===== config.mk =====
export PLATFORM = sky130hd
export DESIGN_NAME = regulator_control_registers
export DESIGN_NICKNAME = d
export VERILOG_FILES = /design/src/rtl/regulator_control_pkg.sv /design/src/rtl/regulator_control_registers.sv /design/src/rtl/setpoint_select.sv /design/src/rtl/fault_latch.sv
export SDC_FILE = /design/constraint.sdc
export NUM_CORES = 1
export LEC_CHECK = 0
export CORE_UTILIZATION = 57
export DETAILED_ROUTE_END_ITERATION = 8
export DONT_BUFFER_PORTS = 1
export GPL_TIMING_DRIVEN = 0
export PLACE_DENSITY = 0.81
export SETUP_SLACK_MARGIN = 0.15
export SLEW_MARGIN = 20
export SYNTH_ARGS = -nofsm -noshare
export SYNTH_HDL_FRONTEND = slang
export SYNTH_SLANG_ARGS = --single-unit

===== constraint.sdc =====
create_clock -name clk -period 1.8 [get_ports clk]
set_clock_uncertainty 0.2 [all_clocks]
set_input_delay 0.18 -clock clk [delete_from_list [all_inputs] [get_ports clk]]
set_output_delay 0.18 -clock clk [all_outputs]
set_load 0.03 [all_outputs]

===== src/rtl/regulator_control_pkg.sv =====
// Register map, field positions and reset values of the regulator control bank
package regulator_control_pkg;
    // Register indexes; byte address is four times the index
    localparam logic [7:0] BUCK3_PRIMARY_SETPOINT_IDX = 8'h30;
    localparam logic [7:0] BUCK3_SECONDARY_SETPOINT_IDX = 8'h31;
    localparam logic [7:0] BUCK3_CONTROL_IDX = 8'h32;
    localparam logic [7:0] BUCK4_PRIMARY_SETPOINT_IDX = 8'h40;
    localparam logic [7:0] BUCK4_SECONDARY_SETPOINT_IDX = 8'h41;
    localparam logic [7:0] BUCK4_CONTROL_IDX = 8'h42;
    localparam logic [7:0] LINEAR5_SETPOINT_IDX = 8'h50;
    localparam logic [7:0] LINEAR5_CONTROL_IDX = 8'h51;
    localparam logic [7:0] LINEAR6_SETPOINT_IDX = 8'h58;
    localparam logic [7:0] LINEAR6_CONTROL_IDX = 8'h59;
    localparam logic [7:0] FAULT_STATUS_IDX = 8'hE0;
    localparam logic [7:0] FAULT_MASK_IDX = 8'hE1;
    // Control byte field positions
    localparam int ON_BIT = 7;
    localparam int OPTION_BIT = 2;
    localparam int FAULT_EN_BIT = 1;
    localparam int PGOOD_BIT = 0;
    // Regulator numbering inside the bank
    localparam int BUCK3 = 0;
    localparam int BUCK4 = 1;
    localparam int LINEAR5 = 2;
    localparam int LINEAR6 = 3;
    // Values after reset
    localparam logic [5:0] SETPOINT_RESET = 6'h00;
    localparam logic [3:0] FLAGS_RESET = 4'h0;
    localparam logic [31:0] RDATA_RESET = 32'h0000_0000;
endpackage : regulator_control_pkg


===== src/rtl/regulator_control_registers.sv =====
// APB register bank for setpoints and control of two bucks and two linear regulators
module regulator_control_registers (
    input wire logic clk,
    input wire logic reset_n,
    input wire logic psel,
    input wire logic penable,
    input wire logic pwrite,
    input wire logic [11:0] paddr,
    input wire logic [31:0] pwdata,
    input wire logic [3:0] pstrb,
    output logic [31:0] prdata,
    output logic pready,
    output logic pslverr,
    input wire logic voltageSelect,
    input wire logic [3:0] powerGood,
    input wire logic [3:0] regulatorFault,
    output logic [5:0] buck3Code,
    output logic [5:0] buck4Code,
    output logic [5:0] linear5Code,
    output logic [5:0] linear6Code,
    output logic [3:0] regulatorEnable,
    output logic [1:0] phaseInvert,
    output logic [1:0] dischargeEnable,
    output logic irq
);
    // Whole state of the bank in one record
    typedef struct packed {
        logic [5:0] b3Primary;
        logic [5:0] b3Secondary;
        logic [5:0] b4Primary;
        logic [5:0] b4Secondary;
        logic [5:0] l5Setpoint;
        logic [5:0] l6Setpoint;
        logic [3:0] regOn;
        logic [3:0] optionBit;
        logic [3:0] faultEn;
        logic [3:0] irqMask;
        logic [3:0] enableOut;
        logic [1:0] phaseOut;
        logic [1:0] dischargeOut;
        logic irqOut;
        logic pready;
        logic pslverr;
        logic [31:0] prdata;
    } bank_state_t;

    bank_state_t stateReg;
    bank_state_t stateNext;
    logic [3:0] faultStatus;
    logic [3:0] faultEvents;
    logic [3:0] clearBits;
    logic accessDone;
    logic writeDone;
    logic [7:0] writeIdx;

    // Word index of a byte address
    function automatic logic [7:0] regIndex(input logic [11:0] addr);
        return addr[9:2];
    endfunction : regIndex

    // True when the index names a register of the bank
    function automatic logic isMapped(input logic [7:0] idx);
        case (idx)
            regulator_control_pkg::BUCK3_PRIMARY_SETPOINT_IDX,
            regulator_control_pkg::BUCK3_SECONDARY_SETPOINT_IDX,
            regulator_control_pkg::BUCK3_CONTROL_IDX,
            regulator_control_pkg::BUCK4_PRIMARY_SETPOINT_IDX,
            regulator_control_pkg::BUCK4_SECONDARY_SETPOINT_IDX,
            regulator_control_pkg::BUCK4_CONTROL_IDX,
            regulator_control_pkg::LINEAR5_SETPOINT_IDX,
            regulator_control_pkg::LINEAR5_CONTROL_IDX,
            regulator_control_pkg::LINEAR6_SETPOINT_IDX,
            regulator_control_pkg::LINEAR6_CONTROL_IDX,
            regulator_control_pkg::FAULT_STATUS_IDX,
            regulator_control_pkg::FAULT_MASK_IDX: return 1'b1;
            default: return 1'b0;
        endcase
    endfunction : isMapped

    // Control byte of one regulator; reserved bits 6:3 are zero
    function automatic logic [7:0] controlByte(input bank_state_t s, input logic [3:0] pg,
                                               input int r);
        return {s.regOn[r], 4'h0, s.optionBit[r], s.faultEn[r], pg[r]};
    endfunction : controlByte

    // Setpoint byte; bits 7:6 read as zero
    function automatic logic [7:0] setpointByte(input logic [5:0] code);
        return {2'h0, code};
    endfunction : setpointByte

    // Read value of a register, zero-extended onto the 32-bit bus
    function automatic logic [31:0] readWord(input bank_state_t s, input logic [7:0] idx,
                                             input logic [3:0] pg, input logic [3:0] st);
        logic [7:0] b;
        b = 8'h00;
        case (idx)
            regulator_control_pkg::BUCK3_PRIMARY_SETPOINT_IDX: b = setpointByte(s.b3Primary);
            regulator_control_pkg::BUCK3_SECONDARY_SETPOINT_IDX: b = setpointByte(s.b3Secondary);
            regulator_control_pkg::BUCK3_CONTROL_IDX: begin
                b = controlByte(s, pg, regulator_control_pkg::BUCK3);
            end
            regulator_control_pkg::BUCK4_PRIMARY_SETPOINT_IDX: b = setpointByte(s.b4Primary);
            regulator_control_pkg::BUCK4_SECONDARY_SETPOINT_IDX: b = setpointByte(s.b4Secondary);
            regulator_control_pkg::BUCK4_CONTROL_IDX: begin
                b = controlByte(s, pg, regulator_control_pkg::BUCK4);
            end
            regulator_control_pkg::LINEAR5_SETPOINT_IDX: b = setpointByte(s.l5Setpoint);
            regulator_control_pkg::LINEAR5_CONTROL_IDX: begin
                b = controlByte(s, pg, regulator_control_pkg::LINEAR5);
            end
            regulator_control_pkg::LINEAR6_SETPOINT_IDX: b = setpointByte(s.l6Setpoint);
            regulator_control_pkg::LINEAR6_CONTROL_IDX: begin
                b = controlByte(s, pg, regulator_control_pkg::LINEAR6);
            end
            regulator_control_pkg::FAULT_STATUS_IDX: b = {4'h0, st};
            regulator_control_pkg::FAULT_MASK_IDX: b = {4'h0, s.irqMask};
            default: b = 8'h00;
        endcase
        return {24'h00_0000, b};
    endfunction : readWord

    // Bus handshake terms; a write lands only on the completing edge
    assign accessDone = psel && penable && stateReg.pready;
    assign writeDone = accessDone && pwrite && pstrb[0] && !stateReg.pslverr;
    assign writeIdx = regIndex(paddr);

    // Faults only count while their enable is set
    assign faultEvents = regulatorFault & stateReg.faultEn;
    assign clearBits = (writeDone && writeIdx == regulator_control_pkg::FAULT_STATUS_IDX) ?
                       pwdata[3:0] : 4'h0;

    // Next state: bus answer, register writes and derived pin drives
    always_comb begin
        stateNext = stateReg;
        // Answer with no wait state: pready rises in the first access cycle
        stateNext.pready = psel && !penable;
        if (psel && !penable) begin
            stateNext.pslverr = !isMapped(regIndex(paddr));
            stateNext.prdata = pwrite ? 32'h0000_0000 :
                               readWord(stateReg, regIndex(paddr), powerGood, faultStatus);
        end else begin
            stateNext.pslverr = 1'b0;
            stateNext.prdata = 32'h0000_0000;
        end
        // Only the low byte lane carries data; upper bits of pwdata are dropped
        if (writeDone) begin
            case (writeIdx)
                regulator_control_pkg::BUCK3_PRIMARY_SETPOINT_IDX: begin
                    stateNext.b3Primary = pwdata[5:0];
                end
                regulator_control_pkg::BUCK3_SECONDARY_SETPOINT_IDX: begin
                    stateNext.b3Secondary = pwdata[5:0];
                end
                regulator_control_pkg::BUCK4_PRIMARY_SETPOINT_IDX: begin
                    stateNext.b4Primary = pwdata[5:0];
                end
                regulator_control_pkg::BUCK4_SECONDARY_SETPOINT_IDX: begin
                    stateNext.b4Secondary = pwdata[5:0];
                end
                regulator_control_pkg::LINEAR5_SETPOINT_IDX: begin
                    stateNext.l5Setpoint = pwdata[5:0];
                end
                regulator_control_pkg::LINEAR6_SETPOINT_IDX: begin
                    stateNext.l6Setpoint = pwdata[5:0];
                end
                regulator_control_pkg::BUCK3_CONTROL_IDX,
                regulator_control_pkg::BUCK4_CONTROL_IDX,
                regulator_control_pkg::LINEAR5_CONTROL_IDX,
                regulator_control_pkg::LINEAR6_CONTROL_IDX: begin
                    // A full index compare against ctrlIdx picks the regulator: 32/42 bucks vs 51/59 linears
                    for (int r = 0; r < 4; r++) begin
                        if (writeIdx == ctrlIdx(r)) begin
                            stateNext.regOn[r] = pwdata[regulator_control_pkg::ON_BIT];
                            stateNext.optionBit[r] = pwdata[regulator_control_pkg::OPTION_BIT];
                            stateNext.faultEn[r] = pwdata[regulator_control_pkg::FAULT_EN_BIT];
                        end
                    end
                end
                regulator_control_pkg::FAULT_MASK_IDX: begin
                    stateNext.irqMask = pwdata[3:0];
                end
                default: begin
                    stateNext.irqMask = stateReg.irqMask;
                end
            endcase
        end
        // Pin drives follow the stored bits one edge later
        stateNext.enableOut = stateReg.regOn;
        stateNext.phaseOut = stateReg.optionBit[1:0];
        // Discharge only when switched off, never while running
        stateNext.dischargeOut = stateReg.optionBit[3:2] & ~stateReg.regOn[3:2];
        stateNext.irqOut = |(faultStatus & stateReg.irqMask);
    end

    // Control register index of regulator r
    function automatic logic [7:0] ctrlIdx(input int r);
        case (r)
            0: return regulator_control_pkg::BUCK3_CONTROL_IDX;
            1: return regulator_control_pkg::BUCK4_CONTROL_IDX;
            2: return regulator_control_pkg::LINEAR5_CONTROL_IDX;
            default: return regulator_control_pkg::LINEAR6_CONTROL_IDX;
        endcase
    endfunction : ctrlIdx

    // True when the index names a control byte; the other bytes keep 7:6 reserved instead
    function automatic logic isControl(input logic [7:0] idx);
        return idx == ctrlIdx(0) || idx == ctrlIdx(1) || idx == ctrlIdx(2) || idx == ctrlIdx(3);
    endfunction : isControl

    // State register with synchronous reset
    always_ff @(posedge clk) begin
        if (!reset_n) begin
            stateReg <= '{
                b3Primary: regulator_control_pkg::SETPOINT_RESET,
                b3Secondary: regulator_control_pkg::SETPOINT_RESET,
                b4Primary: regulator_control_pkg::SETPOINT_RESET,
                b4Secondary: regulator_control_pkg::SETPOINT_RESET,
                l5Setpoint: regulator_control_pkg::SETPOINT_RESET,
                l6Setpoint: regulator_control_pkg::SETPOINT_RESET,
                regOn: regulator_control_pkg::FLAGS_RESET,
                optionBit: regulator_control_pkg::FLAGS_RESET,
                faultEn: regulator_control_pkg::FLAGS_RESET,
                irqMask: regulator_control_pkg::FLAGS_RESET,
                enableOut: regulator_control_pkg::FLAGS_RESET,
                phaseOut: 2'h0,
                dischargeOut: 2'h0,
                irqOut: 1'b0,
                pready: 1'b0,
                pslverr: 1'b0,
                prdata: regulator_control_pkg::RDATA_RESET
            };
        end else begin
            stateReg <= stateNext;
        end
    end

    // Voltage code of the two dual-setpoint bucks
    setpoint_select buck3Select (
        .clk(clk),
        .reset_n(reset_n),
        .selectHigh(voltageSelect),
        .primaryCode(stateReg.b3Primary),
        .secondaryCode(stateReg.b3Secondary),
        .codeOut(buck3Code)
    );

    setpoint_select buck4Select (
        .clk(clk),
        .reset_n(reset_n),
        .selectHigh(voltageSelect),
        .primaryCode(stateReg.b4Primary),
        .secondaryCode(stateReg.b4Secondary),
        .codeOut(buck4Code)
    );

    // Sticky fault flags behind the per-regulator fault enable
    fault_latch faults (
        .clk(clk),
        .reset_n(reset_n),
        .eventIn(faultEvents),
        .clearBits(clearBits),
        .statusOut(faultStatus)
    );

    // Outputs straight from flip-flops
    assign prdata = stateReg.prdata;
    assign pready = stateReg.pready;
    assign pslverr = stateReg.pslverr;
    assign linear5Code = stateReg.l5Setpoint;
    assign linear6Code = stateReg.l6Setpoint;
    assign regulatorEnable = stateReg.enableOut;
    assign phaseInvert = stateReg.phaseOut;
    assign dischargeEnable = stateReg.dischargeOut;
    assign irq = stateReg.irqOut;
endmodule : regulator_control_registers


===== src/rtl/setpoint_select.sv =====
// Registered choice between primary and secondary voltage code of one buck
module setpoint_select (
    input wire logic clk,
    input wire logic reset_n,
    input wire logic selectHigh,
    input wire logic [5:0] primaryCode,
    input wire logic [5:0] secondaryCode,
    output logic [5:0] codeOut
);
    typedef struct packed {
        logic [5:0] code;
    } sel_state_t;

    sel_state_t stateReg;
    sel_state_t stateNext;

    // Pin high picks the secondary code, low the primary
    always_comb begin
        stateNext = stateReg;
        if (selectHigh) begin
            stateNext.code = secondaryCode;
        end else begin
            stateNext.code = primaryCode;
        end
    end

    // One register stage keeps the output glitch free while the pin moves
    always_ff @(posedge clk) begin
        if (!reset_n) begin
            stateReg <= '{code: regulator_control_pkg::SETPOINT_RESET};
        end else begin
            stateReg <= stateNext;
        end
    end

    assign codeOut = stateReg.code;
endmodule : setpoint_select


===== src/rtl/fault_latch.sv =====
// Sticky fault status bits, set by events and cleared by writing ones
module fault_latch (
    input wire logic clk,
    input wire logic reset_n,
    input wire logic [3:0] eventIn,
    input wire logic [3:0] clearBits,
    output logic [3:0] statusOut
);
    typedef struct packed {
        logic [3:0] status;
    } latch_state_t;

    latch_state_t stateReg;
    latch_state_t stateNext;

    // A new event outranks a clear in the same cycle so nothing is lost
    always_comb begin
        stateNext = stateReg;
        stateNext.status = (stateReg.status & ~clearBits) | eventIn;
    end

    always_ff @(posedge clk) begin
        if (!reset_n) begin
            stateReg <= '{status: regulator_control_pkg::FLAGS_RESET};
        end else begin
            stateReg <= stateNext;
        end
    end

    assign statusOut = stateReg.status;
endmodule : fault_latch


## Word-level counts from Yosys, hierarchy flattened

Cells that the tools add are included.

- Equality and inequality tests: 16
- Multiplexer cells: 14
- Bitwise operators: 9
- Reduce and logical (&&, ||, !) cells: 26

Operators with widths:

| cell | count |
|---|---|
| 8-bit case mux with 12 select lines | 1 |
| 8-bit two-way mux | 8 |
| 8-bit by 7-bit == test with 1-bit output (second input constant) | 7 |
| 8-bit == test | 4 |
| 8-bit by 6-bit == test with 1-bit output (second input constant) | 3 |
| 8-bit == test (second input constant) | 2 |
| 2-bit AND reduction | 8 |
| 4-bit bitwise AND | 3 |
| 6-bit two-way mux | 2 |
| 3-bit AND reduction | 4 |
| 12-bit OR reduction | 1 |
| 4-bit OR reduction | 2 |
| 1-bit logical AND | 7 |
| 4-bit two-way mux | 1 |
| 4-bit inverter | 1 |
| 4-bit OR | 1 |
| 1-bit logical NOT | 3 |
| 3-bit OR reduction | 1 |
| 2-bit bitwise AND | 1 |
| 1-bit two-way mux | 2 |
| 1-bit inverter | 2 |
| 2-bit inverter | 1 |

- Register bits after elaboration: 111
- Input port bits: 62
- Output and inout port bits: 67
- Logic and storage cells: 95

## Logic depth before layout (Yosys ltp)

Gate-level depths: netlist of run 1.

- Word-level depth: 10
- Depth in mapped cells: 7
- Gate-level depth less buffers: 5

## Cells and area by module

Synthesis of run 1 repeated with hierarchy kept, for this count alone.

- Cells, all modules: 463
- Area, all modules: 4386.7 µm²

By module, submodules not included:

| module | instances | cells an instance | area each (µm²) | seq. area each (µm²) |
|---|---|---|---|---|
| regulator_control_registers | 1 | 413 | 3763.6 | 1401.3 |
| setpoint_select | 2 | 19 | 229.0 | 120.1 |
| fault_latch | 1 | 12 | 165.2 | 80.1 |

## Worst setup path after synthesis of run 1

OpenSTA, ideal clock, no wires.

- Path type: register to register
- Start point: register stateReg (netlist bit pready)
- End point: register stateReg (netlist bit linear6Code[0])
- Library setup time: 0.122 ns
- Arrival: 1.810 ns
- Required time: 1.478 ns
- Setup slack: -0.333 ns
- Cell stages (with the launch flop): 8
- Path buffers: 2
- Period minus slack after synthesis: 2.133 ns
- Cells stage by stage: dfxtp_1 -> nand4_1 -> or2_2 -> buf_2 -> or3_1 -> clkbuf_1 -> nand2_1 -> a21boi_0

- Cells in the longest elaborated chain, start to end: 5

RTL lines:

| element | RTL line | text |
|---|---|---|
| start: declaration | regulator_control_registers.sv:47 | `bank_state_t stateReg;` |
| start signal: assignment | regulator_control_registers.sv:213 | `stateReg <= '{` |
| start signal: assignment | regulator_control_registers.sv:233 | `stateReg <= stateNext;` |
| 1-bit logical AND | regulator_control_registers.sv:123 | `assign accessDone = psel && penable && stateReg.pready;` |
| 1-bit logical AND (3 in series) | regulator_control_registers.sv:124 | `assign writeDone = accessDone && pwrite && pstrb[0] && !stateReg.pslverr;` |
| 2-bit AND reduction (no source line) | n/a |  |

No other way between the ends.
A chain may end at the register's enable or synchronous reset.

## Worst setup path after layout of run 1

- Start point: register stateReg (netlist bit pslverr)
- End point: register stateReg[72] (netlist bit)

- Cells in the longest elaborated chain, start to end: 3

RTL lines:

| element | RTL line |
|---|---|
| 1-bit logical NOT | regulator_control_registers.sv:124 |
| 1-bit logical AND | regulator_control_registers.sv:124 |
| 2-bit AND reduction (no source line) | n/a |

No other way between the ends.

==> flow_metrics.py, run 1 <==
metrics = {
    "floorplanning": {
        "dieArea_mm2": 0.00783,
        "initial_core_util": 0.588,
        "die_h_um": 88.5,
        "num_rows": 31,
        "die_x_um": 88.5,
        "io_pins": 129,
        "core_area_mm2": 0.00725,
    },
    "yosys": {
        "synth_ff_type": "dfxtp_1",
        "synth_edf_count": 0,
        "synth-seq-area-share": 0.404,
        "avgSynthCellArea_um2": 9.56,
        "synthCells": 446,
        "synthDistinctLibCells": 48,
        "syn_area_mm2": 0.00427,
        "yosysWarnings": 0,
        "ys_async_sr_fraction": 0,
        "ys_ff_latch": 86,
    },
    "placed_design": {
        "globalplace.congestion": 0.913,
        "numPortBuffers": 0,
        "dpl_cell_area_mm2": 0.00455,
        "post-dp-hpwl_um": 7630,
    },
    "run_status": {
        "violations": "negative hold slack, negative setup slack",
        "outcome": "finished with violations",
    },
    "cts": {
        "clkSinkCount": 86,
        "htreeDepth": 3,
        "worstSkewPairLatency_ns": 0.37,
        "clockRootBuffer": "clkbuf_8",
        "clk_pin_slew_ns": 0.10,
        "cts_tree": "yes",
        "ctsHoldBuffers": 17,
        "cts_buffer_depth": 2,
        "numCtsBuffers": 9,
    },
    "power_and_ir_drop": {
        "p_int_uw": 2820,
        "peakVddDrop_mv": 0.562,
        "p_seq_frac": 0.510,
        "clockPowerShare": 0.400,
        "combPwrFrac": 0.091,
        "p_leak_uw": 0.00213,
        "power_switching_uw": 924,
        "powerDensity_mw_per_mm2": 699,
        "p_sw_frac": 0.247,
    },
    "sta": {
        "layout_min_cycle_time_ns": 1.97,
        "fin_crit_sh": 1.09,
        "setup_viol": 53,
        "tightest_slew_ns": 0.867,
        "rsz0062_at_grt": "yes",
        "drv_slew": 0,
        "hold_ws_ns": -0.0413,
        "slew_headroom": 0.422,
        "hold_viol_final": 4,
        "layout_setup_ws_ns": -0.169,
        "clock.fmax_mhz": 508,
    },
    "detailed_routing": {
        "wl_um": 11900,
        "postRouteAntennaNets": 0,
        "drtIter0Drc": 250,
        "vias": 3560,
        "drc": 0,
        "wl_per_cell_um": 19.2,
        "drtPass1Iterations": 5,
        "vias_per_cell": 5.73,
    },
    "cells_and_area": {
        "final_area_mm2": 0.00535,
        "fin_nets": 579,
        "area_growth_syn_to_layout_pct": 25.5,
        "drive_gt1_frac": 0.308,
        "mostFrequentLayoutCell": "dfxtp_1",
        "antenna_cells": 0,
        "mostFrequentLayoutCells": "dfxtp_1 (82), buf_4 (62), mux2i_1 (57)",
    },
    "global_routing": {
        "grt.total_usage": 0.306,
        "antenna_found_initial": 0,
        "grt_overflow": 0,
        "grt_max_degree": 15,
        "grt_pass1_vias": 3248,
        "grt_pass1_wl_um": 17300,
    },
    "worst_setup_path": {
        "worstPathArrival_ns": 2.02,
        "critPathCaptureType": "flip-flop",
        "critPathMaxFanout": 5,
        "crit_path_top_delay_cell": "dfxtp_4",
        "crit_path_frequent_cell": "buf_12",
        "crit_chain": "nand2b_4, or2_4, buf_12, nor3_4, buf_12, mux2i_1, nor2b_1",
        "ff2ff_path_depth": 7,
        "start_kind": "flip-flop",
        "critPathKind": "reg -> reg",
        "crit_required_ns": 1.85,
        "rrSetupSlack_ns": -0.17,
        "timing.rr.start": "pslverr",
        "cpPeakStageDelay_ns": 0.39,
        "r2r-end": "stateReg[72]",
    },
    "worst_hold_path": {
        "min_to": "linear6Code[5]",
        "hold_depth": 4,
        "hold_path_class": "in -> reg",
        "min_from": "pstrb[0]",
    },
    "job": {
        "cap_violations": 0,
    },
}
[worst max-delay path, delay by kind of cell (launching register included)]
family | cells | cell delay [ns]
and+or+nand+nor | 4 | 0.73
DFF | 1 | 0.39
buffers and inverters | 2 | 0.33
muxes | 1 | 0.21
[layout make-up]
cell class | instances | area [µm²]
Fill cell | 512 | 1900
Timing Repair Buffer | 36 | 375
Buffer | 79 | 567
Tap cell | 99 | 124
Clock buffer | 10 | 128
Clock inverter | 6 | 85.1
Multi-Input combinational cell | 300 | 2320
Inverter | 5 | 18.8
Sequential cell | 86 | 1730
[how the worst max path moves through the flow]
stage	from	slack (ns)	to
2_1_floorplan	pready	-0.05	linear6Code[0]
3_3_place_gp	paddr[9]	-0.49	prdata[2]
3_5_place_dp	paddr[9]	-0.49	prdata[2]
4_1_cts	pready	-0.17	stateReg[74]
5_1_grt	pready	-0.22	linear5Code[4]
6_report	pslverr	-0.17	stateReg[72]
[Yosys cell counts (3+ instances only)]
cell type,number,area (µm²)
a211oi_1,4,30.0
a21boi_0,13,97.6
a21oi_1,10,50.1
a22oi_1,20,150
and2_1,6,37.5
and3_1,4,25.0
buf_2,8,40.0
buf_4,52,390
clkbuf_1,16,60.1
dfxtp_1,86,1720
inv_1,5,18.8
mux2_2,3,33.8
mux2i_1,57,571
nand2_1,34,128
nand3_1,10,50.1
nand3b_1,5,37.5
nor2_1,10,37.5
nor2b_1,56,350
nor3_2,6,60.1
nor3_4,3,48.8
o22ai_1,3,18.8
[cells by family after synthesis]
kind of cell,synth area share
multiplexers,0.142
flip-flops,0.404
other,0.000879
AND/OR/NAND/NOR,0.227
buffers and inverters,0.126
AO/OA/AOI/OAI,0.101
[through the flow]
step / TNS, ns / std cells / power (µW) / setup slack [ns] / utilization
finish: -4.68 / 621 / 3740 / -0.169 / 0.738
global route: -7.38 / 621 / 3840 / -0.215 / 0.738
CTS: -4.86 / 615 / 3720 / -0.172 / 0.712
detailed placement: -15.41 / 569 / 2230 / -0.486 / 0.627
global placement: -13.99 / 569 / 2230 / -0.492 / 0.627
floorplan: -0.731 / 470 / 2190 / -0.0489 / -
[what timing repair did]
item	CTS	global route
setup endpoints to repair	60	63
setup buffers	12	6
gates resized for setup	35	42
pin swaps	23	15
gates cloned	1	0
hold endpoints to repair	37	4
[power groups by stage]
stage               logic, µW  registers (µW)  clock network, µW
floorplan                 235            1950                  0
global route              358            1910               1570
detailed placement        274            1950                  0
finish                    340            1910               1490
CTS                       320            1910               1490
global placement          275            1950                  0
[registers in the layout, indices dropped and copies added, names as in the netlist]
name                 cells
buck4Select.codeOut      6
buck3Select.codeOut      6
faults.statusOut         4
stateNext                6
pready                   1
regulatorEnable          4
linear5Code              6
dischargeEnable          2
linear6Code              6
irq                      1
phaseInvert              2
prdata                   7
stateReg                34
pslverr                  1
[per-layer routing]
metal	routed length (µm)	track usage	vias up
li1	-	-	1622
met1	4600	0.396	1671
met2	5730	0.488	218
met3	1110	0.0662	49
met4	472	0.148	0
met5	0	0	-
Note: power is estimated with default switching activity, not from simulation.
==> run 2, diff against run 1 <==
==> constraint.sdc (replaced) <==
create_clock -name clk -period 1.8 [get_ports clk]
set_clock_uncertainty 0.2 [all_clocks]
set_input_delay 0.18 -clock clk [delete_from_list [all_inputs] [get_ports clk]]
set_output_delay 0.18 -clock clk [all_outputs]
set_load 0.05 [all_outputs]
==> flow_metrics.py, run 2 (synthesis results as in run 1) <==
metrics = {
    "sta": {
        "clock.fmax_mhz": 495,
        "drv_slew": 0,
        "slew_headroom": 0.457,
        "layout_min_cycle_time_ns": 2.02,
        "layout_setup_ws_ns": -0.221,
        "rsz0062_at_grt": "yes",
        "hold_viol_final": 6,
        "fin_crit_sh": 1.12,
        "setup_viol": 56,
        "hold_ws_ns": -0.0372,
        "tightest_slew_ns": 0.815,
    },
    "power_and_ir_drop": {
        "powerDensity_mw_per_mm2": 679,
        "power_switching_uw": 995,
        "clockPowerShare": 0.352,
        "p_leak_uw": 0.00202,
        "p_seq_frac": 0.540,
        "peakVddDrop_mv": 0.514,
        "p_sw_frac": 0.282,
        "combPwrFrac": 0.108,
        "p_int_uw": 2540,
    },
    "placed_design": {
        "numPortBuffers": 0,
        "globalplace.congestion": 0.924,
        "dpl_cell_area_mm2": 0.00454,
        "post-dp-hpwl_um": 7680,
        "dp.cells": 569,
    },
    "detailed_routing": {
        "postRouteAntennaNets": 0,
        "drc": 0,
        "wl_per_cell_um": 18.5,
        "drtPass1Iterations": 5,
        "vias": 3466,
        "vias_per_cell": 5.65,
        "drtIter0Drc": 302,
        "wl_um": 11300,
    },
    "global_routing": {
        "grt.total_usage": 0.296,
        "grt_overflow": 0,
        "grt_max_degree": 16,
        "antenna_found_initial": 0,
        "grt_pass1_wl_um": 16800,
        "grt_pass1_vias": 3258,
    },
    "floorplanning": {
        "dieArea_mm2": 0.00783,
        "num_rows": 31,
        "io_pins": 129,
        "initial_core_util": 0.588,
        "core_area_mm2": 0.00725,
        "die_h_um": 88.5,
        "die_x_um": 88.5,
    },
    "cts": {
        "clkSinkCount": 86,
        "numCtsBuffers": 9,
        "clockRootBuffer": "clkbuf_8",
        "clk_pin_slew_ns": 0.09,
        "htreeDepth": 3,
        "worstSkewPairLatency_ns": 0.36,
        "ctsHoldBuffers": 17,
        "cts_tree": "yes",
        "cts_buffer_depth": 2,
    },
    "worst_hold_path": {
        "min_from": "pstrb[0]",
        "hold_path_class": "in -> reg",
    },
    "cells_and_area": {
        "area_growth_syn_to_layout_pct": 21.9,
        "finalNonFillerCells": 613,
        "ff_latch_area_mm2": 0.00173,
        "mostFrequentLayoutCells": "dfxtp_1 (83), mux2i_1 (56), nor2b_1 (56)",
        "drive_gt1_frac": 0.270,
        "nFillCells": 561,
        "antenna_cells": 0,
        "largest_reg_flops": 34,
        "fin_util": 0.717,
        "fin_nets": 571,
        "largest_register": "stateReg",
        "mostFrequentLayoutCell": "dfxtp_1",
        "final_area_mm2": 0.00520,
        "multi_input_area_mm2": 0.00226,
    },
    "run_status": {
        "outcome": "finished with violations",
        "violations": "negative hold slack, negative setup slack",
    },
    "worst_setup_path": {
        "critPathMaxFanout": 6,
        "timing.rr.start": "pready",
        "worstPathArrival_ns": 2.07,
        "critPathLaunch": "pready",
        "critPathCaptureType": "flip-flop",
        "crit_required_ns": 1.85,
        "critPathKind": "reg -> reg",
        "start_kind": "flip-flop",
    },
    "job": {
        "cap_violations": 0,
    },
}
run 2: critical path, cell delays in order, from the launching register on:
cell	delay [ns]
dfxtp_4	0.45
nand4_1	0.18
or2_4	0.32
or3_1	0.36
buf_6	0.18
mux2i_1	0.16
nor2b_1	0.06
run 2: layout make-up:
cell class | instances | share of cell area
Clock buffer | 9 | 0.0238
Buffer | 79 | 0.110
Sequential cell | 86 | 0.333
Timing Repair Buffer | 28 | 0.0609
Inverter | 5 | 0.00361
Tap cell | 99 | 0.0238
Multi-Input combinational cell | 300 | 0.435
Clock inverter | 7 | 0.00963
run 2: final timing paths:
kind | cells past startpoint | end | slack [ns]
worst max-delay path | 6 | stateReg[94] | -0.22
worst min-delay path | 4 | linear6Code[4] | -0.04
worst max register to register | 6 | stateReg[94] | -0.22
worst min register to register | 2 | prdata[7] | 0.29
run 2: power by group through the flow:
stage          sequential, µW  combinational (µW)  clock, µW
3_3_place_gp             1950                 322          0
2_1_floorplan            1950                 282          0
4_1_cts                  1910                 369       1240
6_report                 1910                 380       1240
5_1_grt                  1910                 401       1340
3_5_place_dp             1950                 323          0
run 2: per-layer routing:
metal | part of all wire | track usage
met1 | 0.41 | 0.380
met2 | 0.47 | 0.482
met3 | 0.088 | 0.0597
met4 | 0.035 | 0.133
met5 | 0 | 0
run 2: per-stage QoR:
step                      setup slack [ns]  power [µW]  TNS (ns)
after floorplan                     -0.100        2240     -3.03
after global placement              -0.431        2280    -15.95
after detailed placement            -0.399        2280    -16.77
after CTS                           -0.189        3520     -6.16
after global routing                -0.250        3650    -10.16
final                               -0.221        3530     -8.34
run 2: timing repair:
item                       in CTS  in global routing
setup endpoints to repair      59                 63
resized for setup              36                 26
gates cloned                    1                  0
pin swaps                      30                 18
hold endpoints to repair       35                  6
buffers inserted                9                  1
==> run 3, diff against run 2 <==
CORE_ASPECT_RATIO = 1.25   (was unset)
CTS_CLUSTER_DIAMETER = 150   (was unset)
==> flow_metrics.py, run 3 (synthesis results as in run 1) <==
metrics = {
    "run_status": {
        "outcome": "finished with violations",
        "violations": "negative hold slack, negative setup slack",
    },
    "sta": {
        "slew_headroom": 0.400,
        "drv_slew": 0,
        "tightest_slew_ns": 0.901,
        "hold_ws_ns": -0.0302,
        "rsz0062_at_grt": "yes",
        "layout_min_cycle_time_ns": 2.03,
        "fin_crit_sh": 1.13,
        "layout_setup_ws_ns": -0.226,
        "hold_viol_final": 6,
        "setup_viol": 56,
        "clock.fmax_mhz": 494,
        "setup_tns_ns": -8.32,
    },
    "cells_and_area": {
        "antenna_cells": 0,
        "area_growth_syn_to_layout_pct": 21.8,
        "fin_util": 0.731,
        "drive_gt1_frac": 0.268,
        "largest_register": "stateReg",
        "fin_nets": 571,
        "nFillCells": 543,
        "mostFrequentLayoutCells": "dfxtp_1 (84), mux2i_1 (56), nor2b_1 (56)",
        "mostFrequentLayoutCell": "dfxtp_1",
        "largest_reg_flops": 34,
    },
    "floorplanning": {
        "die_x_um": 79.4,
        "num_rows": 34,
        "initial_core_util": 0.600,
        "die_h_um": 98.7,
        "dieArea_mm2": 0.00784,
        "io_pins": 129,
        "core_area_mm2": 0.00710,
    },
    "detailed_routing": {
        "met3_length_um": 712,
        "wl_per_cell_um": 19.2,
        "postRouteAntennaNets": 0,
        "drc": 0,
        "vias_per_cell": 5.71,
        "wl_um": 11600,
        "met1_length_um": 4470,
        "drtIter0Drc": 249,
        "met2WireLength_um": 5910,
        "highest_layer": "met4",
        "vias": 3450,
        "drtPass1Iterations": 5,
    },
    "cts": {
        "numCtsBuffers": 9,
        "cts_tree": "yes",
        "clk_pin_slew_ns": 0.08,
        "clockRootBuffer": "clkbuf_8",
        "htreeDepth": 3,
        "cts_buffer_depth": 2,
        "worstSkewPairLatency_ns": 0.37,
        "clkSinkCount": 86,
    },
    "global_routing": {
        "grt_pass1_vias": 3327,
        "grt_overflow": 0,
        "antenna_found_initial": 0,
        "grt_max_degree": 15,
        "grt_pass1_wl_um": 17500,
        "grt.total_usage": 0.301,
    },
    "worst_setup_path": {
        "critPathKind": "reg -> reg",
        "crit_chain": "nand4_1, or2_4, or3_1, buf_6, mux2i_2, nor2b_1",
        "critPathMaxFanout": 6,
        "cpPeakStageDelay_ns": 0.44,
        "critical_path_buf_inv_count": 1,
        "crit_path_top_delay_cell": "dfxtp_4",
        "critPathCaptureType": "flip-flop",
        "path_delay_family": "simple AND/OR/NAND/NOR gates",
        "start_kind": "flip-flop",
        "worstPathArrival_ns": 2.09,
        "crit_required_ns": 1.86,
    },
    "power_and_ir_drop": {
        "p_leak_uw": 0.00202,
        "powerDensity_mw_per_mm2": 693,
        "combPwrFrac": 0.108,
        "power_switching_uw": 978,
        "p_sw_frac": 0.272,
        "p_seq_frac": 0.530,
        "p_int_uw": 2620,
        "peakVddDrop_mv": 0.522,
        "clockPowerShare": 0.361,
    },
    "placed_design": {
        "numPortBuffers": 0,
        "globalplace.congestion": 0.975,
        "post-dp-hpwl_um": 7680,
    },
    "job": {
        "cap_violations": 0,
    },
    "worst_hold_path": {
        "hold_path_class": "in -> reg",
    },
}
-- run 3: changes by cell type in the layout (fill, tap and decap cells not counted), sizes merged --
cell / change
dlygate4sd3: +2
clkinv: -1
buf: -3
clkinvlp: -2
clkbuf: +4
-- run 3: per-layer routing --
| layer | vias up | GRT usage |
|---|---|---|
| li1 | 1600 | - |
| met1 | 1636 | 0.363 |
| met2 | 172 | 0.504 |
| met3 | 42 | 0.0491 |
| met4 | 0 | 0.171 |
| met5 | - | 0 |
-- run 3: cell type report --
type / count / area [µm²] / share of cell area
Sequential cell: 86 / 1730 / 0.332
Clock buffer: 12 / 155 / 0.0299
Multi-Input combinational cell: 300 / 2260 / 0.436
Inverter: 5 / 18.8 / 0.00361
Clock inverter: 4 / 30.0 / 0.00578
Buffer: 79 / 574 / 0.111
Tap cell: 90 / 113 / 0.0217
Timing Repair Buffer: 28 / 314 / 0.0605
-- run 3: worst reg2reg max path, cell delays in order, from the launching register on --
cell	delay, ns
dfxtp_4	0.44
nand4_1	0.19
or2_4	0.33
or3_1	0.34
buf_6	0.16
mux2i_2	0.19
nor2b_1	0.07
-- run 3: worst paths after layout --
check / start / endpoint / slack, ns / cells after the start
worst min-delay path: pstrb[0] / linear6Code[5] / -0.03 / 4
worst max register to register: pready / stateReg[93] / -0.23 / 6
worst max-delay path: pready / stateReg[93] / -0.23 / 6
worst min register to register: linear6Code[2] / linear6Code[2] / 0.28 / 2
-- run 3: stage by stage --
stage / power, µW / instance area [µm²] / hold WS, ns / std cells / worst slack (ns)
6_report: 3600 / 5190 / -0.0302 / 604 / -0.226
5_1_grt: 3700 / 5190 / -0.0174 / 604 / -0.283
4_1_cts: 3590 / 5100 / -0.0281 / 601 / -0.202
3_5_place_dp: 2280 / 4530 / 0.147 / 560 / -0.469
3_3_place_gp: 2280 / 4530 / 0.131 / 560 / -0.471
2_1_floorplan: 2240 / 4420 / 0.127 / 470 / -0.100
-- run 3: power groups by stage --
stage	logic, µW	clock network, µW	registers, µW
final	389	1300	1910
after global routing	404	1390	1910
after CTS	375	1310	1910
after detailed placement	327	0	1950
after global placement	326	0	1950
after floorplan	282	0	1950
-- run 3: what timing repair did --
| item | in CTS | in global routing |
|---|---|---|
| setup buffers | 6 | 2 |
| resized for setup | 34 | 25 |
| cloned | 1 | 0 |
| pin swaps | 17 | 22 |
| hold buffers | 18 | 1 |
| hold endpoints to repair | 35 | 6 |
| endpoints found under the setup margin | 60 | 63 |
